--- src/hdl/iegt_pkg.sv ---
// Constants and types for the interrupt enable gating block
package iegt_pkg;
  localparam int IEGT_NSRC = 17;
  localparam int IEGT_AW = 12;
  // Printed register offsets are indices; byte address is four times the index
  localparam logic [IEGT_AW-1:0] IEGT_IDX_EXT = 12'h09b;
  localparam logic [IEGT_AW-1:0] IEGT_IDX_EXT2 = 12'h09c;
  localparam logic [IEGT_AW-1:0] IEGT_IDX_MAIN = 12'h0a8;
  localparam logic [IEGT_AW-1:0] IEGT_IDX_SWSET = 12'h0a0;
  localparam logic [IEGT_AW-1:0] IEGT_IDX_RAW = 12'h0a1;
  localparam logic [IEGT_AW-1:0] IEGT_IDX_REQ = 12'h0a2;
  localparam logic [7:0] IEGT_RST_EN = 8'h00;
  localparam logic [7:0] IEGT_MASK_MAIN = 8'hff;
  localparam logic [7:0] IEGT_MASK_EXT = 8'hbf;
  localparam logic [7:0] IEGT_MASK_EXT2 = 8'h07;
  // Bit positions in the enable registers
  localparam int IEGT_B_GLOBAL = 7;
  localparam int IEGT_B_ADC = 6;
  localparam int IEGT_B_BOD = 5;
  localparam int IEGT_B_UART0 = 4;
  localparam int IEGT_B_TMR1 = 3;
  localparam int IEGT_B_EXT1 = 2;
  localparam int IEGT_B_TMR0 = 1;
  localparam int IEGT_B_EXT0 = 0;
  localparam int IEGT_B_T2D = 7;
  localparam int IEGT_B_T2C = 5;
  localparam int IEGT_B_WDT = 4;
  localparam int IEGT_B_T2B = 3;
  localparam int IEGT_B_T2A = 2;
  localparam int IEGT_B_PIN = 1;
  localparam int IEGT_B_I2C = 0;
  localparam int IEGT_B_WKT = 2;
  localparam int IEGT_B_TMR3 = 1;
  localparam int IEGT_B_UART1 = 0;
  // Source index in the request vector, in vector order
  typedef enum logic [4:0] {
    IEGT_S_EXT0 = 5'h00, IEGT_S_TMR0 = 5'h01, IEGT_S_EXT1 = 5'h02,
    IEGT_S_TMR1 = 5'h03, IEGT_S_UART0 = 5'h04, IEGT_S_T2A = 5'h05,
    IEGT_S_I2C = 5'h06, IEGT_S_PIN = 5'h07, IEGT_S_BOD = 5'h08,
    IEGT_S_WDT = 5'h09, IEGT_S_ADC = 5'h0a, IEGT_S_T2B = 5'h0b,
    IEGT_S_T2C = 5'h0c, IEGT_S_T2D = 5'h0d, IEGT_S_UART1 = 5'h0e,
    IEGT_S_TMR3 = 5'h0f, IEGT_S_WKT = 5'h10
  } iegt_src_t;
  // Flag conditions arriving from the peripherals and pins
  typedef struct packed {
    logic ext_irq0_pin;
    logic ext_irq1_pin;
    logic timer0_overflow_flag;
    logic timer1_overflow_flag;
    logic timer3_overflow_flag;
    logic uart0_transmit_flag;
    logic uart0_receive_flag;
    logic uart1_transmit_flag;
    logic uart1_receive_flag;
    logic timer2a_flag;
    logic timer2b_flag;
    logic timer2c_flag;
    logic timer2d_flag;
    logic i2c_state_flag;
    logic i2c_timeout_flag;
    logic [7:0] pin_flag_bank;
    logic brownout_flag;
    logic watchdog_flag;
    logic adc_done_flag;
    logic wakeup_timer_flag;
  } iegt_flags_t;
endpackage

--- src/hdl/iegt_top.sv ---
// Interrupt enable gating with APB register slave
`timescale 1ns/1ps
module iegt_top
  import iegt_pkg::*;
#(
  parameter int NSRC = IEGT_NSRC
) (
  input wire logic clk,
  input wire logic rst,
  input wire logic psel,
  input wire logic penable,
  input wire logic pwrite,
  input wire logic [31:0] paddr,
  input wire logic [31:0] pwdata,
  input wire logic [3:0] pstrb,
  output logic [31:0] prdata,
  output logic pready,
  output logic pslverr,
  input wire iegt_flags_t flags,
  output logic [NSRC-1:0] irq_req,
  output logic irq_any
);

  // Enable registers and software request register
  logic [7:0] main_reg;
  logic [7:0] ext_reg;
  logic [7:0] ext2_reg;
  logic [NSRC-1:0] swset_reg;

  // Bus response registers
  logic [31:0] prdata_reg;
  logic pready_reg;
  logic pslverr_reg;

  // Gated request registers toward the CPU
  logic [NSRC-1:0] irq_req_reg;
  logic irq_any_reg;

  // Combinational views
  logic [NSRC-1:0] hw_flag;
  logic [NSRC-1:0] raw_flag;
  logic [NSRC-1:0] src_en;
  logic [NSRC-1:0] irq_req_next;
  logic [IEGT_AW-1:0] reg_idx;
  logic addr_ok;
  logic [31:0] rd_word;
  logic setup_ph;
  logic wr_go;

  // Word index from byte address; low two bits must be zero
  assign reg_idx = paddr[IEGT_AW+1:2];
  assign setup_ph = psel && !penable;
  assign wr_go = psel && penable && pready_reg && pwrite && pstrb[0];

  // Hardware flag conditions in vector order; shared sources are ORed
  always_comb begin
    hw_flag = '0;
    hw_flag[IEGT_S_EXT0] = flags.ext_irq0_pin;
    hw_flag[IEGT_S_TMR0] = flags.timer0_overflow_flag;
    hw_flag[IEGT_S_EXT1] = flags.ext_irq1_pin;
    hw_flag[IEGT_S_TMR1] = flags.timer1_overflow_flag;
    hw_flag[IEGT_S_UART0] = flags.uart0_transmit_flag | flags.uart0_receive_flag;
    hw_flag[IEGT_S_T2A] = flags.timer2a_flag;
    hw_flag[IEGT_S_I2C] = flags.i2c_state_flag | flags.i2c_timeout_flag;
    hw_flag[IEGT_S_PIN] = |flags.pin_flag_bank;
    hw_flag[IEGT_S_BOD] = flags.brownout_flag;
    hw_flag[IEGT_S_WDT] = flags.watchdog_flag;
    hw_flag[IEGT_S_ADC] = flags.adc_done_flag;
    hw_flag[IEGT_S_T2B] = flags.timer2b_flag;
    hw_flag[IEGT_S_T2C] = flags.timer2c_flag;
    hw_flag[IEGT_S_T2D] = flags.timer2d_flag;
    hw_flag[IEGT_S_UART1] = flags.uart1_transmit_flag | flags.uart1_receive_flag;
    hw_flag[IEGT_S_TMR3] = flags.timer3_overflow_flag;
    hw_flag[IEGT_S_WKT] = flags.wakeup_timer_flag;
  end

  // Software requests share the same gating path as hardware ones
  assign raw_flag = hw_flag | swset_reg;

  // Individual enables gathered into vector order
  always_comb begin
    src_en = '0;
    src_en[IEGT_S_EXT0] = main_reg[IEGT_B_EXT0];
    src_en[IEGT_S_TMR0] = main_reg[IEGT_B_TMR0];
    src_en[IEGT_S_EXT1] = main_reg[IEGT_B_EXT1];
    src_en[IEGT_S_TMR1] = main_reg[IEGT_B_TMR1];
    src_en[IEGT_S_UART0] = main_reg[IEGT_B_UART0];
    src_en[IEGT_S_BOD] = main_reg[IEGT_B_BOD];
    src_en[IEGT_S_ADC] = main_reg[IEGT_B_ADC];
    src_en[IEGT_S_I2C] = ext_reg[IEGT_B_I2C];
    src_en[IEGT_S_PIN] = ext_reg[IEGT_B_PIN];
    src_en[IEGT_S_T2A] = ext_reg[IEGT_B_T2A];
    src_en[IEGT_S_T2B] = ext_reg[IEGT_B_T2B];
    src_en[IEGT_S_WDT] = ext_reg[IEGT_B_WDT];
    src_en[IEGT_S_T2C] = ext_reg[IEGT_B_T2C];
    src_en[IEGT_S_T2D] = ext_reg[IEGT_B_T2D];
    src_en[IEGT_S_UART1] = ext2_reg[IEGT_B_UART1];
    src_en[IEGT_S_TMR3] = ext2_reg[IEGT_B_TMR3];
    src_en[IEGT_S_WKT] = ext2_reg[IEGT_B_WKT];
  end

  // Flags are not consumed here, so a blocked flag stays pending
  // and reappears as soon as the global enable returns
  assign irq_req_next = raw_flag & src_en & {NSRC{main_reg[IEGT_B_GLOBAL]}};

  // Main enable register, all bits writable
  always_ff @(posedge clk or posedge rst) begin
    if (rst) begin
      main_reg <= IEGT_RST_EN;
    end else if (wr_go && addr_ok && reg_idx == IEGT_IDX_MAIN) begin
      main_reg <= pwdata[7:0] & IEGT_MASK_MAIN;
    end
  end

  // First extended register; reserved bit 6 never stores
  always_ff @(posedge clk or posedge rst) begin
    if (rst) begin
      ext_reg <= IEGT_RST_EN;
    end else if (wr_go && addr_ok && reg_idx == IEGT_IDX_EXT) begin
      ext_reg <= pwdata[7:0] & IEGT_MASK_EXT;
    end
  end

  // Second extended register; bits 7 to 3 never store
  always_ff @(posedge clk or posedge rst) begin
    if (rst) begin
      ext2_reg <= IEGT_RST_EN;
    end else if (wr_go && addr_ok && reg_idx == IEGT_IDX_EXT2) begin
      ext2_reg <= pwdata[7:0] & IEGT_MASK_EXT2;
    end
  end

  // Software request bits: write one to raise, zero to withdraw
  always_ff @(posedge clk or posedge rst) begin
    if (rst) begin
      swset_reg <= '0;
    end else if (wr_go && addr_ok && reg_idx == IEGT_IDX_SWSET) begin
      swset_reg <= pwdata[NSRC-1:0];
    end
  end

  // Address decode for the six mapped words
  always_comb begin
    addr_ok = (paddr[1:0] == 2'h0) && (paddr[31:IEGT_AW+2] == '0);
    rd_word = '0;
    if (reg_idx == IEGT_IDX_MAIN) begin
      rd_word[7:0] = main_reg;
    end else if (reg_idx == IEGT_IDX_EXT) begin
      rd_word[7:0] = ext_reg;
    end else if (reg_idx == IEGT_IDX_EXT2) begin
      rd_word[7:0] = ext2_reg;
    end else if (reg_idx == IEGT_IDX_SWSET) begin
      rd_word[NSRC-1:0] = swset_reg;
    end else if (reg_idx == IEGT_IDX_RAW) begin
      rd_word[NSRC-1:0] = raw_flag;
    end else if (reg_idx == IEGT_IDX_REQ) begin
      rd_word[NSRC-1:0] = irq_req_reg;
    end else begin
      addr_ok = 1'b0;
    end
  end

  // Slave answers in the first access cycle; response is prepared
  // during setup so every bus output comes straight from a flop
  always_ff @(posedge clk or posedge rst) begin
    if (rst) begin
      pready_reg <= 1'b0;
      pslverr_reg <= 1'b0;
      prdata_reg <= '0;
    end else if (setup_ph) begin
      pready_reg <= 1'b1;
      pslverr_reg <= !addr_ok;
      prdata_reg <= (addr_ok && !pwrite) ? rd_word : '0;
    end else begin
      pready_reg <= 1'b0;
      pslverr_reg <= 1'b0;
      prdata_reg <= '0;
    end
  end

  // Requests to the CPU, one cycle behind the gating terms
  always_ff @(posedge clk or posedge rst) begin
    if (rst) begin
      irq_req_reg <= '0;
      irq_any_reg <= 1'b0;
    end else begin
      irq_req_reg <= irq_req_next;
      irq_any_reg <= |irq_req_next;
    end
  end

  assign prdata = prdata_reg;
  assign pready = pready_reg;
  assign pslverr = pslverr_reg;
  assign irq_req = irq_req_reg;
  assign irq_any = irq_any_reg;

endmodule // iegt_top

--- config.mk ---
export PLATFORM = sky130hd
export DESIGN_NAME = iegt_top
export DESIGN_NICKNAME = d
export VERILOG_FILES = /design/src/hdl/iegt_pkg.sv /design/src/hdl/iegt_top.sv
export SDC_FILE = /design/constraint.sdc
export NUM_CORES = 1
export LEC_CHECK = 0
export BUFFER_PORTS_ARGS = -buffer_cell sky130_fd_sc_hd__buf_2
export CORE_MARGIN = 3
export CORE_UTILIZATION = 25
export CTS_CLUSTER_DIAMETER = 200
export DETAILED_ROUTE_END_ITERATION = 10
export HOLD_SLACK_MARGIN = 0.08
export SLEW_MARGIN = 20
export SYNTH_ARGS = -nofsm -noshare
export SYNTH_HDL_FRONTEND = slang
export SYNTH_SLANG_ARGS = --single-unit
--- constraint.sdc ---
create_clock -name clk -period 5.1 [get_ports clk]
set_clock_uncertainty 0.2 [all_clocks]
set_input_delay 0.255 -clock clk [delete_from_list [all_inputs] [get_ports clk]]
set_output_delay 0.255 -clock clk [all_outputs]
set_load 0.03 [all_outputs]
==> impl_metrics.env, run 1 <==
export IMPL_final_setup_tns_ns=0
export IMPL_synth_area_top_cells="dfrtp_1 51%, mux2_2 8.6%, a21oi_1 3.4%"
export IMPL_syn_avg_cell_area_um2=10.8
export IMPL_power_density_mw_per_mm2=267
export IMPL_detailed_place_hpwl_mm=8.30
export IMPL_drtIter0Drc=94
export IMPL_dieHeight_um=125
export IMPL_ys_top_cells_by_count="72 x dfrtp_1, 27 x mux2_2, 24 x a21oi_1, 23 x o21ai_0, 17 x nor2_1"
export IMPL_relSlewSlack_pct=38.4
export IMPL_grt_pass1_vias=3304
export IMPL_path_delay_family="simple AND/OR/NAND/NOR gates"
export IMPL_ys_seq_area_share_pct=50.9
export IMPL_grt_busiest_layer="met2"
export IMPL_first_pass_iters=4
export IMPL_rsz0062_at_grt="no"
export IMPL_crit_buf_inv=1
export IMPL_ys_ff_latch=72
export IMPL_yosysWarnings=0
export IMPL_utilization_pct=35.6
export IMPL_dieWidth_um=125
export IMPL_netlist_top_cell_by_area="dfrtp_1"
export IMPL_fin_crit_sh_pct=52.8
export IMPL_htree_levels=3
export IMPL_wl_per_cell_um=17.1
export IMPL_cts_buffer_depth=2
export IMPL_async_flop_share_pct=100
export IMPL_gr_usage_met3_pct=3.97
export IMPL_layout_drive_gt1_share_pct=38.3
export IMPL_drv_slew=0
export IMPL_grt_max_degree=73
export IMPL_dieArea_mm2=0.0156
export IMPL_crit_slowest_cell="or4b_1"
export IMPL_crit_arrival_ns=2.70
export IMPL_synth_cells=327
export IMPL_finalSetupViolCount=0
export IMPL_grt_use_total_pct=14.3
export IMPL_num_antenna_cells=0
export IMPL_min_path_type="input pin to flip-flop"
export IMPL_grt_overflow=0
export IMPL_port_buffers=118
export IMPL_gp_congestion=0.852
export IMPL_outcome="finished, final reports clean"
export IMPL_clock_latency_ns=0.33
export IMPL_grt_util_met2_pct=24.8
export IMPL_tightest_slew_ns=0.918
export IMPL_wl_mm=11.2
export IMPL_area_growth_pct=36.1
export IMPL_crit_chain="buf_2, or4b_1, nor3_4, nand2_2, nor2_4, mux2_2"
export IMPL_worstSetupEndpointType="flip-flop"
export IMPL_syn_area_mm2=0.00354
export IMPL_synthDistinctLibCells=49
export IMPL_rows=42
export IMPL_clk_pin_slew_ns=0.05
export IMPL_avgViaCountPerCell=4.71
export IMPL_synth_main_ff_cell="dfrtp_1"
export IMPL_fin_crit_ns=2.69
export IMPL_ant_nets=0
export IMPL_cts_resized=0
export IMPL_ioPinCount=152
export IMPL_cts_root_buf="clkbuf_16"
export IMPL_initial_core_util_pct=26.1
export IMPL_met1_usage_pct=17.7
export IMPL_drc_errors=0
export IMPL_vias=3080
export IMPL_ir_drop_mv=0.110
export IMPL_design_area_mm2=0.00482
export IMPL_cts_buffers_inserted=9
export IMPL_cts_tree="done"
export IMPL_fin_nets=573
export IMPL_max_cap_violations=0
export IMPL_fmax_ghz=0.372
export IMPL_hold_viol=0
export IMPL_synth_edf_count=0
export IMPL_antenna_found_initial=0
export IMPL_yosysTopAreaCellShare_pct=50.9
export IMPL_slowest_delay_ns=0.69
export IMPL_cts_sinks=72
export IMPL_start_kind="input pin"
export IMPL_grt_pass1_wl_mm=17.7
export IMPL_cp_required_ns=5.11
export IMPL_crit_type="input pin to flip-flop"
export IMPL_cp_max_fo=17
export IMPL_dpl_cell_area_mm2=0.00423
export IMPL_core_mm2=0.0136
export IMPL_yosysMostFrequentCell="dfrtp_1"
export IMPL_p_leak_nw=2.48
## through the flow
stage          power (mW)  setup WS (ns)  hold WS, ns  cells
3_5_place_dp        0.683           2.04        0.291    608
6_report             1.29           2.41        0.104    654
5_1_grt              1.34           2.29       0.0872    654
4_1_cts              1.30           2.40       0.0875    654
2_1_floorplan       0.644           2.75        0.190    341
3_3_place_gp        0.681           2.06        0.288    608
## kinds of logic after synthesis
logic type	count (synthesis)	share of synthesized area (%)
AND/OR/NAND/NOR	103	17.2
flip-flops	72	50.9
adder cells (fa/ha/maj)	1	0.283
other	1	0.106
buffers and inverters	41	6.43
multiplexers	35	11.9
AO/OA/AOI/OAI	74	13.3
## worst paths after layout
check,startpoint,end,slack (ns),cells after the start
hold / removal,flags[26],irq_req[0]$_DFF_PP0_,0.10,2
setup / recovery,paddr[4],swset_reg[1]$_DFFE_PP0P_,2.41,6
setup reg to reg,main_reg[7]$_DFFE_PP0P_,irq_any$_DFF_PP0_,2.50,4
max in group asynchronous,rst,swset_reg[13]$_DFFE_PP0P_,3.54,4
min in group asynchronous,rst,swset_reg[16]$_DFFE_PP0P_,0.53,4
hold reg to reg,swset_reg[15]$_DFFE_PP0P_,swset_reg[15]$_DFFE_PP0P_,0.32,1
## area by class of cell
class | count | area [um2]
inverter | 13 | 48.8
fill | 1372 | 8740
sequential | 72 | 1800
tap | 176 | 220
multi-input combinational | 228 | 1570
clock buffer | 14 | 274
timing repair buffer | 149 | 898
clock inverter | 2 | 12.5
## cells in the final DEF (no fill, tap or decap), drive strengths merged, types with 2 or more instances in the layout
cell	count
a21oi	24
a211oi	4
clkbuf	14
o211a	6
inv	13
conb	15
nor4	7
or4	3
dfrtp	72
a22oi	2
or4b	2
nand2	13
mux2	35
nor3b	2
nand4	3
nand3	5
a31oi	2
dlygate4sd3	30
and3	11
o22ai	2
nor2	19
or2	9
o311a	4
nor2b	4
buf	119
nor3	13
nand2b	5
o21ai	23
and4	2
or3	2
## worst reg2reg max path: stages, from the launching register on
cell and delay, ns:
dfrtp_1 0.64, o311a_1 0.28, or3_1 0.38, or4_1 0.44
or4b_1 0.53
## metal layers
metal  share of wire, %  routed length (um)
met1                 42                4670
met2                 51                5680
met3                6.6                 734
met4               0.88                  98
met5                  0                   0
## power by group
| part | internal [mW] | switching, mW | total, mW |
|---|---|---|---|
| combinational | 0.0488 | 0.0672 | 0.116 |
| sequential | 0.572 | 0.000252 | 0.573 |
| clock | 0.369 | 0.230 | 0.598 |
| total | 0.990 | 0.297 | 1.29 |
## timing repair
item / 4_1_cts / 5_1_grt
hold buffers: 30 / 0
buffers inserted: 0 / 0
endpoints found under the hold margin: 116 / 0
Note: power is estimated with default switching activity, not from simulation.
==> run 2, diff against run 1 <==
Clock period 5.1 ns to 2.17 ns, I/O delays scaled along.
==> run 2 against run 1 <==
Effect of this change: critical path depth down 1; total power rose to 2.5 times the previous value; the flow now finishes with violations (setup timing); critical path type is now flip-flop to flip-flop; final cell count up 7.5%; via count up 6.5%; combinational power rose to 2.6 times the previous value; setup slack worse by 2.6 ns; count of clock-buffer cells in the layout down 4; die area unchanged.
==> impl_metrics.env, run 2 (synthesis gave the netlist of run 1 again) <==
export IMPL_crit_chain="or2_1, and3_4, or3_1, or4_1, or4b_1"
export IMPL_dieWidth_um=125
export IMPL_rsz0062_at_grt="yes"
export IMPL_max_cap_violations=0
export IMPL_grt_overflow=0
export IMPL_p_comb_share_pct=9.5
export IMPL_ioPinCount=152
export IMPL_r2r_slack_ns=-0.15
export IMPL_grt_busiest_layer="met2"
export IMPL_finalSetupViolCount=1
export IMPL_ant_nets=0
export IMPL_crit_type="flip-flop to flip-flop"
export IMPL_min_path_type="input pin to flip-flop"
export IMPL_drv_slew=0
export IMPL_ir_drop_mv=0.325
export IMPL_min_path_cells=6
export IMPL_wl_mm=11.9
export IMPL_slowest_delay_ns=0.47
export IMPL_p_clk_share_pct=48.8
export IMPL_reg2reg_depth=5
export IMPL_violations="setup timing"
export IMPL_dieArea_mm2=0.0156
export IMPL_grt_pass1_vias=3493
export IMPL_p_leak_nw=2.75
export IMPL_outcome="finished, violations left"
export IMPL_area_growth_pct=50.3
export IMPL_power_internal_mw=2.49
export IMPL_hold_viol=0
export IMPL_final_common_cell="buf_2"
export IMPL_first_pass_iters=4
export IMPL_cts_buffers_inserted=9
export IMPL_rr_startpoint="swset_reg[15]$_DFFE_PP0P_"
export IMPL_drtIter0Drc=214
export IMPL_setup_slack_ns=-0.152
export IMPL_fmax_ghz=0.431
export IMPL_clock_latency_ns=0.33
export IMPL_worstSetupEndpointType="flip-flop"
export IMPL_clk_pin_slew_ns=0.06
export IMPL_layout_drive_gt1_share_pct=41.2
export IMPL_grt_max_degree=73
export IMPL_power_mw=3.23
export IMPL_grt_util_met2_pct=25.8
export IMPL_p_seq_share_pct=41.7
export IMPL_placed_cells=638
export IMPL_port_buffers=118
export IMPL_cp_max_fo=2
export IMPL_worstHoldStart="paddr[23]"
export IMPL_fin_crit_sh_pct=107
export IMPL_fin_crit_ns=2.32
export IMPL_fin_cells=703
export IMPL_cp_required_ns=2.17
export IMPL_cts_buffer_depth=2
export IMPL_hold_end="prdata[4]$_DFF_PP0_"
export IMPL_core_mm2=0.0136
export IMPL_num_antenna_cells=0
export IMPL_drc_errors=0
export IMPL_crit_arrival_ns=2.32
export IMPL_dieHeight_um=125
export IMPL_detailed_place_hpwl_mm=8.82
export IMPL_final_setup_tns_ns=-0.152
export IMPL_gp_congestion=0.843
export IMPL_start_kind="flip-flop"
export IMPL_vias=3281
export IMPL_cts_sinks=72
export IMPL_worstReg2RegEnd="irq_any$_DFF_PP0_"
export IMPL_postCtsSetupBuffers=0
export IMPL_power_switching_uw=740
export IMPL_final_cell_mix="118 x buf_2, 71 x dfrtp_1, 49 x dlygate4sd3_1, 27 x mux2_2, 27 x buf_4"
export IMPL_wl_per_cell_um=16.9
export IMPL_cts_root_buf="clkbuf_16"
export IMPL_initial_core_util_pct=26.1
export IMPL_avgViaCountPerCell=4.67
export IMPL_gr_usage_met3_pct=3.97
export IMPL_grt_pass1_wl_mm=18.7
export IMPL_crit_slowest_cell="or4b_1"
export IMPL_power_density_mw_per_mm2=606
export IMPL_rows=42
export IMPL_cts_tree="done"
export IMPL_netSwitchingFraction_pct=22.9
export IMPL_fin_nets=622
export IMPL_met1_usage_pct=18.7
export IMPL_dp_slack_ns=-0.154
export IMPL_grt_use_total_pct=15.1
export IMPL_htree_levels=3
export IMPL_antenna_found_initial=0
run 2: changes by cell type in the layout (fill, tap and decap cells not counted), sizes merged:
cell	change
buf	+30
clkbuf	-4
bufinv	+2
inv	-1
dlygate4sd3	+19
clkinv	+3
run 2: power groups by stage:
stage                     registers [mW]  logic [mW]  clock network (mW)
final                               1.35       0.307                1.57
after floorplan                     1.37       0.140                   0
after CTS                           1.35       0.308                1.61
after detailed placement            1.37       0.252                   0
after global routing                1.34       0.338                1.67
after global placement              1.37       0.245                   0
run 2: layout make-up:
type                    instances  area (um2)
flip-flops and latches         72        1800
multi-input cells             228        1570
clock buffers                  10         229
well taps                     176         220
repair buffers                198        1360
clock inverters                 6        83.8
fillers                      1343        8230
inverters                      13        52.6
run 2: what timing repair did:
action,4_1_cts,5_1_grt
resized for setup,0,2
hold endpoints to repair,139,0
hold buffers,49,0
endpoints found under the setup margin,1,10
pin swaps,1,2
run 2: worst max-delay path: cells and delay by family (launching register included):
family | cells | cell delay (ns)
simple gates | 5 | 1.64
flops | 1 | 0.37
run 2: per-layer routing:
| metal | routed length (um) | part of all wire [%] |
|---|---|---|
| met5 | 0 | 0 |
| met4 | 212 | 1.8 |
| met3 | 789 | 6.6 |
| met2 | 5990 | 50 |
| met1 | 4890 | 41 |
run 2: how the worst max path moves through the flow:
stage / startpoint / end / slack [ns] / cells past startpoint
2_1_floorplan: swset_reg[15]$_DFFE_PP0P_ / irq_any$_DFF_PP0_ / -0.06 / 5
3_3_place_gp: paddr[1] / ext_reg[7]$_DFFE_PP0P_ / -0.11 / 8
3_5_place_dp: swset_reg[15]$_DFFE_PP0P_ / irq_any$_DFF_PP0_ / -0.15 / 5
4_1_cts: swset_reg[15]$_DFFE_PP0P_ / irq_any$_DFF_PP0_ / -0.15 / 5
5_1_grt: swset_reg[15]$_DFFE_PP0P_ / irq_any$_DFF_PP0_ / -0.22 / 5
6_report: swset_reg[15]$_DFFE_PP0P_ / irq_any$_DFF_PP0_ / -0.15 / 5
run 2: metrics by stage:
stage                     hold slack, ns  area (um2)  utilization (%)
after floorplan                   0.0432        3610                -
after global placement            0.0459        4510             33.3
after detailed placement          0.0505        4510             33.3
after CTS                          0.143        5320             39.2
after global routing               0.190        5330             39.3
final                              0.144        5330             39.3
==> run 3, diff against run 2 <==
Settings changed: ABC_AREA from default to 1, RECOVER_POWER from default to 100, REMOVE_ABC_BUFFERS from default to 1.
==> run 3 against run 2 <==
Effect of this change: the run now ends clean; global-route usage is 0.23 points higher; via count is 20% higher; count of clock-buffer cells in the layout rose by 2; flip-flop and latch count did not move; register-to-register slack improved by 0.32 ns; sequential share of layout area grew 0.40 points; critical path type unchanged.
==> impl_metrics.env, run 3 <==
export IMPL_hold_end="irq_req[7]$_DFF_PP0_"
export IMPL_worstSetupEndpointType="flip-flop"
export IMPL_design_area_mm2=0.00526
export IMPL_grt_max_degree=73
export IMPL_initial_core_util_pct=25.7
export IMPL_vias=3930
export IMPL_cts_buffer_depth=2
export IMPL_max_cap_violations=0
export IMPL_dieWidth_um=129
export IMPL_syn_avg_cell_area_um2=7.67
export IMPL_power_density_mw_per_mm2=578
export IMPL_dpl_cell_area_mm2=0.00465
export IMPL_rr_startpoint="swset_reg[4]$_DFFE_PP0P_"
export IMPL_fillCellCount=1585
export IMPL_num_antenna_cells=0
export IMPL_clk_pin_slew_ns=0.05
export IMPL_start_kind="flip-flop"
export IMPL_cts_sinks=72
export IMPL_synth_main_ff_cell="dfrtp_1"
export IMPL_detailed_place_hpwl_mm=9.48
export IMPL_synth_area_top_cells="dfrtp_1 48%, nand2_1 11%, nor2_1 8.4%"
export IMPL_ys_top_cells_by_count="115 x nand2_1, 84 x nor2_1, 72 x dfrtp_1, 44 x inv_1, 33 x nand4_1"
export IMPL_final_cell_mix="115 x nand2_1, 83 x nor2_1, 80 x buf_2, 72 x dfrtp_1, 45 x clkbuf_1"
export IMPL_min_path_cells=5
export IMPL_tightest_slew_ns=1.02
export IMPL_crit_type="flip-flop to flip-flop"
export IMPL_port_buffers=118
export IMPL_rsz0062_at_grt="no"
export IMPL_slowest_delay_ns=0.56
export IMPL_grt_use_total_pct=15.4
export IMPL_netlist_top_cell_by_area="dfrtp_1"
export IMPL_cp_required_ns=2.17
export IMPL_crit_slowest_cell="dlygate4sd3_1"
export IMPL_fin_crit_sh_pct=92.5
export IMPL_min_path_type="input pin to flip-flop"
export IMPL_fmax_ghz=0.498
export IMPL_final_setup_tns_ns=0
export IMPL_ant_nets=0
export IMPL_htree_levels=3
export IMPL_crit_buf_inv=2
export IMPL_cp_max_fo=3
export IMPL_grt_pass1_wl_mm=19.8
export IMPL_yosysWarnings=0
export IMPL_fin_crit_ns=2.01
export IMPL_outcome="finished, final reports clean"
export IMPL_gp_congestion=0.861
export IMPL_cts_tree="done"
export IMPL_ioPinCount=152
export IMPL_relSlewSlack_pct=31.8
export IMPL_yosysTopAreaCellShare_pct=47.9
export IMPL_crit_chain="nor3_1, dlygate4sd3_1, inv_1, nand3_1, nand3_1, nor2_1, nand4_1"
export IMPL_reg2reg_depth=7
export IMPL_cts_root_buf="clkbuf_16"
export IMPL_path_common_cell="nand3_1"
export IMPL_p_leak_nw=2.64
export IMPL_r2r_slack_ns=0.16
export IMPL_finalSetupViolCount=0
export IMPL_wl_per_cell_um=14.7
export IMPL_clock_latency_ns=0.34
export IMPL_dieHeight_um=129
export IMPL_synthDistinctLibCells=28
export IMPL_drc_errors=0
export IMPL_core_mm2=0.0146
export IMPL_postCtsSetupBuffers=0
export IMPL_ys_seq_area_share_pct=47.9
export IMPL_synth_edf_count=0
export IMPL_grt_pass1_vias=3804
export IMPL_drv_slew=0
export IMPL_first_pass_iters=5
export IMPL_syn_area_mm2=0.00376
export IMPL_yosysMostFrequentCell="nand2_1"
export IMPL_rows=44
export IMPL_synth_cells=490
export IMPL_grt_overflow=0
export IMPL_async_flop_share_pct=100
export IMPL_final_common_cell="nand2_1"
export IMPL_fin_nets=769
export IMPL_dieArea_mm2=0.0165
export IMPL_worstReg2RegEnd="irq_any$_DFF_PP0_"
export IMPL_holdWs_ns=0.0732
export IMPL_wl_mm=12.6
export IMPL_crit_arrival_ns=2.00
export IMPL_avgViaCountPerCell=4.59
export IMPL_utilization_pct=35.9
export IMPL_ys_ff_latch=72
export IMPL_antenna_found_initial=1
export IMPL_ir_drop_mv=0.378
export IMPL_worstHoldStart="flags[5]"
export IMPL_drtIter0Drc=273
export IMPL_path_delay_family="simple AND/OR/NAND/NOR gates"
export IMPL_cts_buffers_inserted=9
export IMPL_hold_viol=0
export IMPL_layout_drive_gt1_share_pct=18.1
export IMPL_area_growth_pct=39.9
run 3: through the flow:
| stage | cells | worst slack (ns) | power, mW |
|---|---|---|---|
| floorplan | 472 | -0.465 | 1.50 |
| global placement | 799 | 0.178 | 1.63 |
| detailed placement | 799 | 0.160 | 1.63 |
| CTS | 857 | 0.130 | 3.08 |
| global route | 857 | 0.0282 | 3.15 |
| finish | 857 | 0.163 | 3.04 |
run 3: logic make-up after synthesis:
kind of cell | count (synthesis) | share of synthesized area [%]
other | 1 | 0.0997
AO/OA/AOI/OAI | 45 | 6.86
buffers and inverters | 78 | 9.92
flip-flops | 72 | 47.9
AND/OR/NAND/NOR | 294 | 35.2
run 3: cell type report:
class	instances	area, um2	area share, %
flip-flops and latches	72	1800	34.3
clock buffers	12	256	4.88
inverters	46	173	3.28
well taps	184	230	4.38
repair buffers	186	1150	21.8
clock inverters	3	17.5	0.333
multi-input cells	354	1630	31.1
run 3: tightest hold or removal path, cell delays in order:
cell and delay [ns]:
buf_2 0.08, nor2_1 0.03, nand4_1 0.13, nand2_1 0.07, nor2_1 0.14
run 3: power breakdown:
part | total, mW | switching (mW) | internal [mW]
Sequential | 1.36 | 0.00563 | 1.35
Combinational | 0.298 | 0.172 | 0.125
Clock | 1.38 | 0.558 | 0.825
Total | 3.04 | 0.736 | 2.30
run 3: how the worst max path moves through the flow:
stage / cells after the start / start / end / slack, ns
finish: 7 / swset_reg[4]$_DFFE_PP0P_ / irq_any$_DFF_PP0_ / 0.16
global route: 11 / paddr[13] / pslverr$_DFF_PP0_ / 0.03
CTS: 7 / swset_reg[4]$_DFFE_PP0P_ / irq_any$_DFF_PP0_ / 0.13
detailed placement: 11 / paddr[13] / swset_reg[10]$_DFFE_PP0P_ / 0.16
global placement: 13 / paddr[13] / prdata[5]$_DFF_PP0_ / 0.18
floorplan: 5 / pready$_DFF_PP0_ / main_reg[7]$_DFFE_PP0P_ / -0.47
run 3: repair_timing:
item,CTS,global route
gates resized for setup,0,1
setup endpoints to repair,0,1
hold endpoints to repair,131,0
hold buffers,43,0
run 3: per-layer routing:
| metal | global-route usage, % | routed length, um | vias to the layer above |
|---|---|---|---|
| li1 | - | - | 1941 |
| met1 | 20.9 | 5660 | 1820 |
| met2 | 24.9 | 5910 | 152 |
| met3 | 2.08 | 867 | 15 |
| met4 | 5.99 | 178 | 2 |
| met5 | 0 | 7 | - |
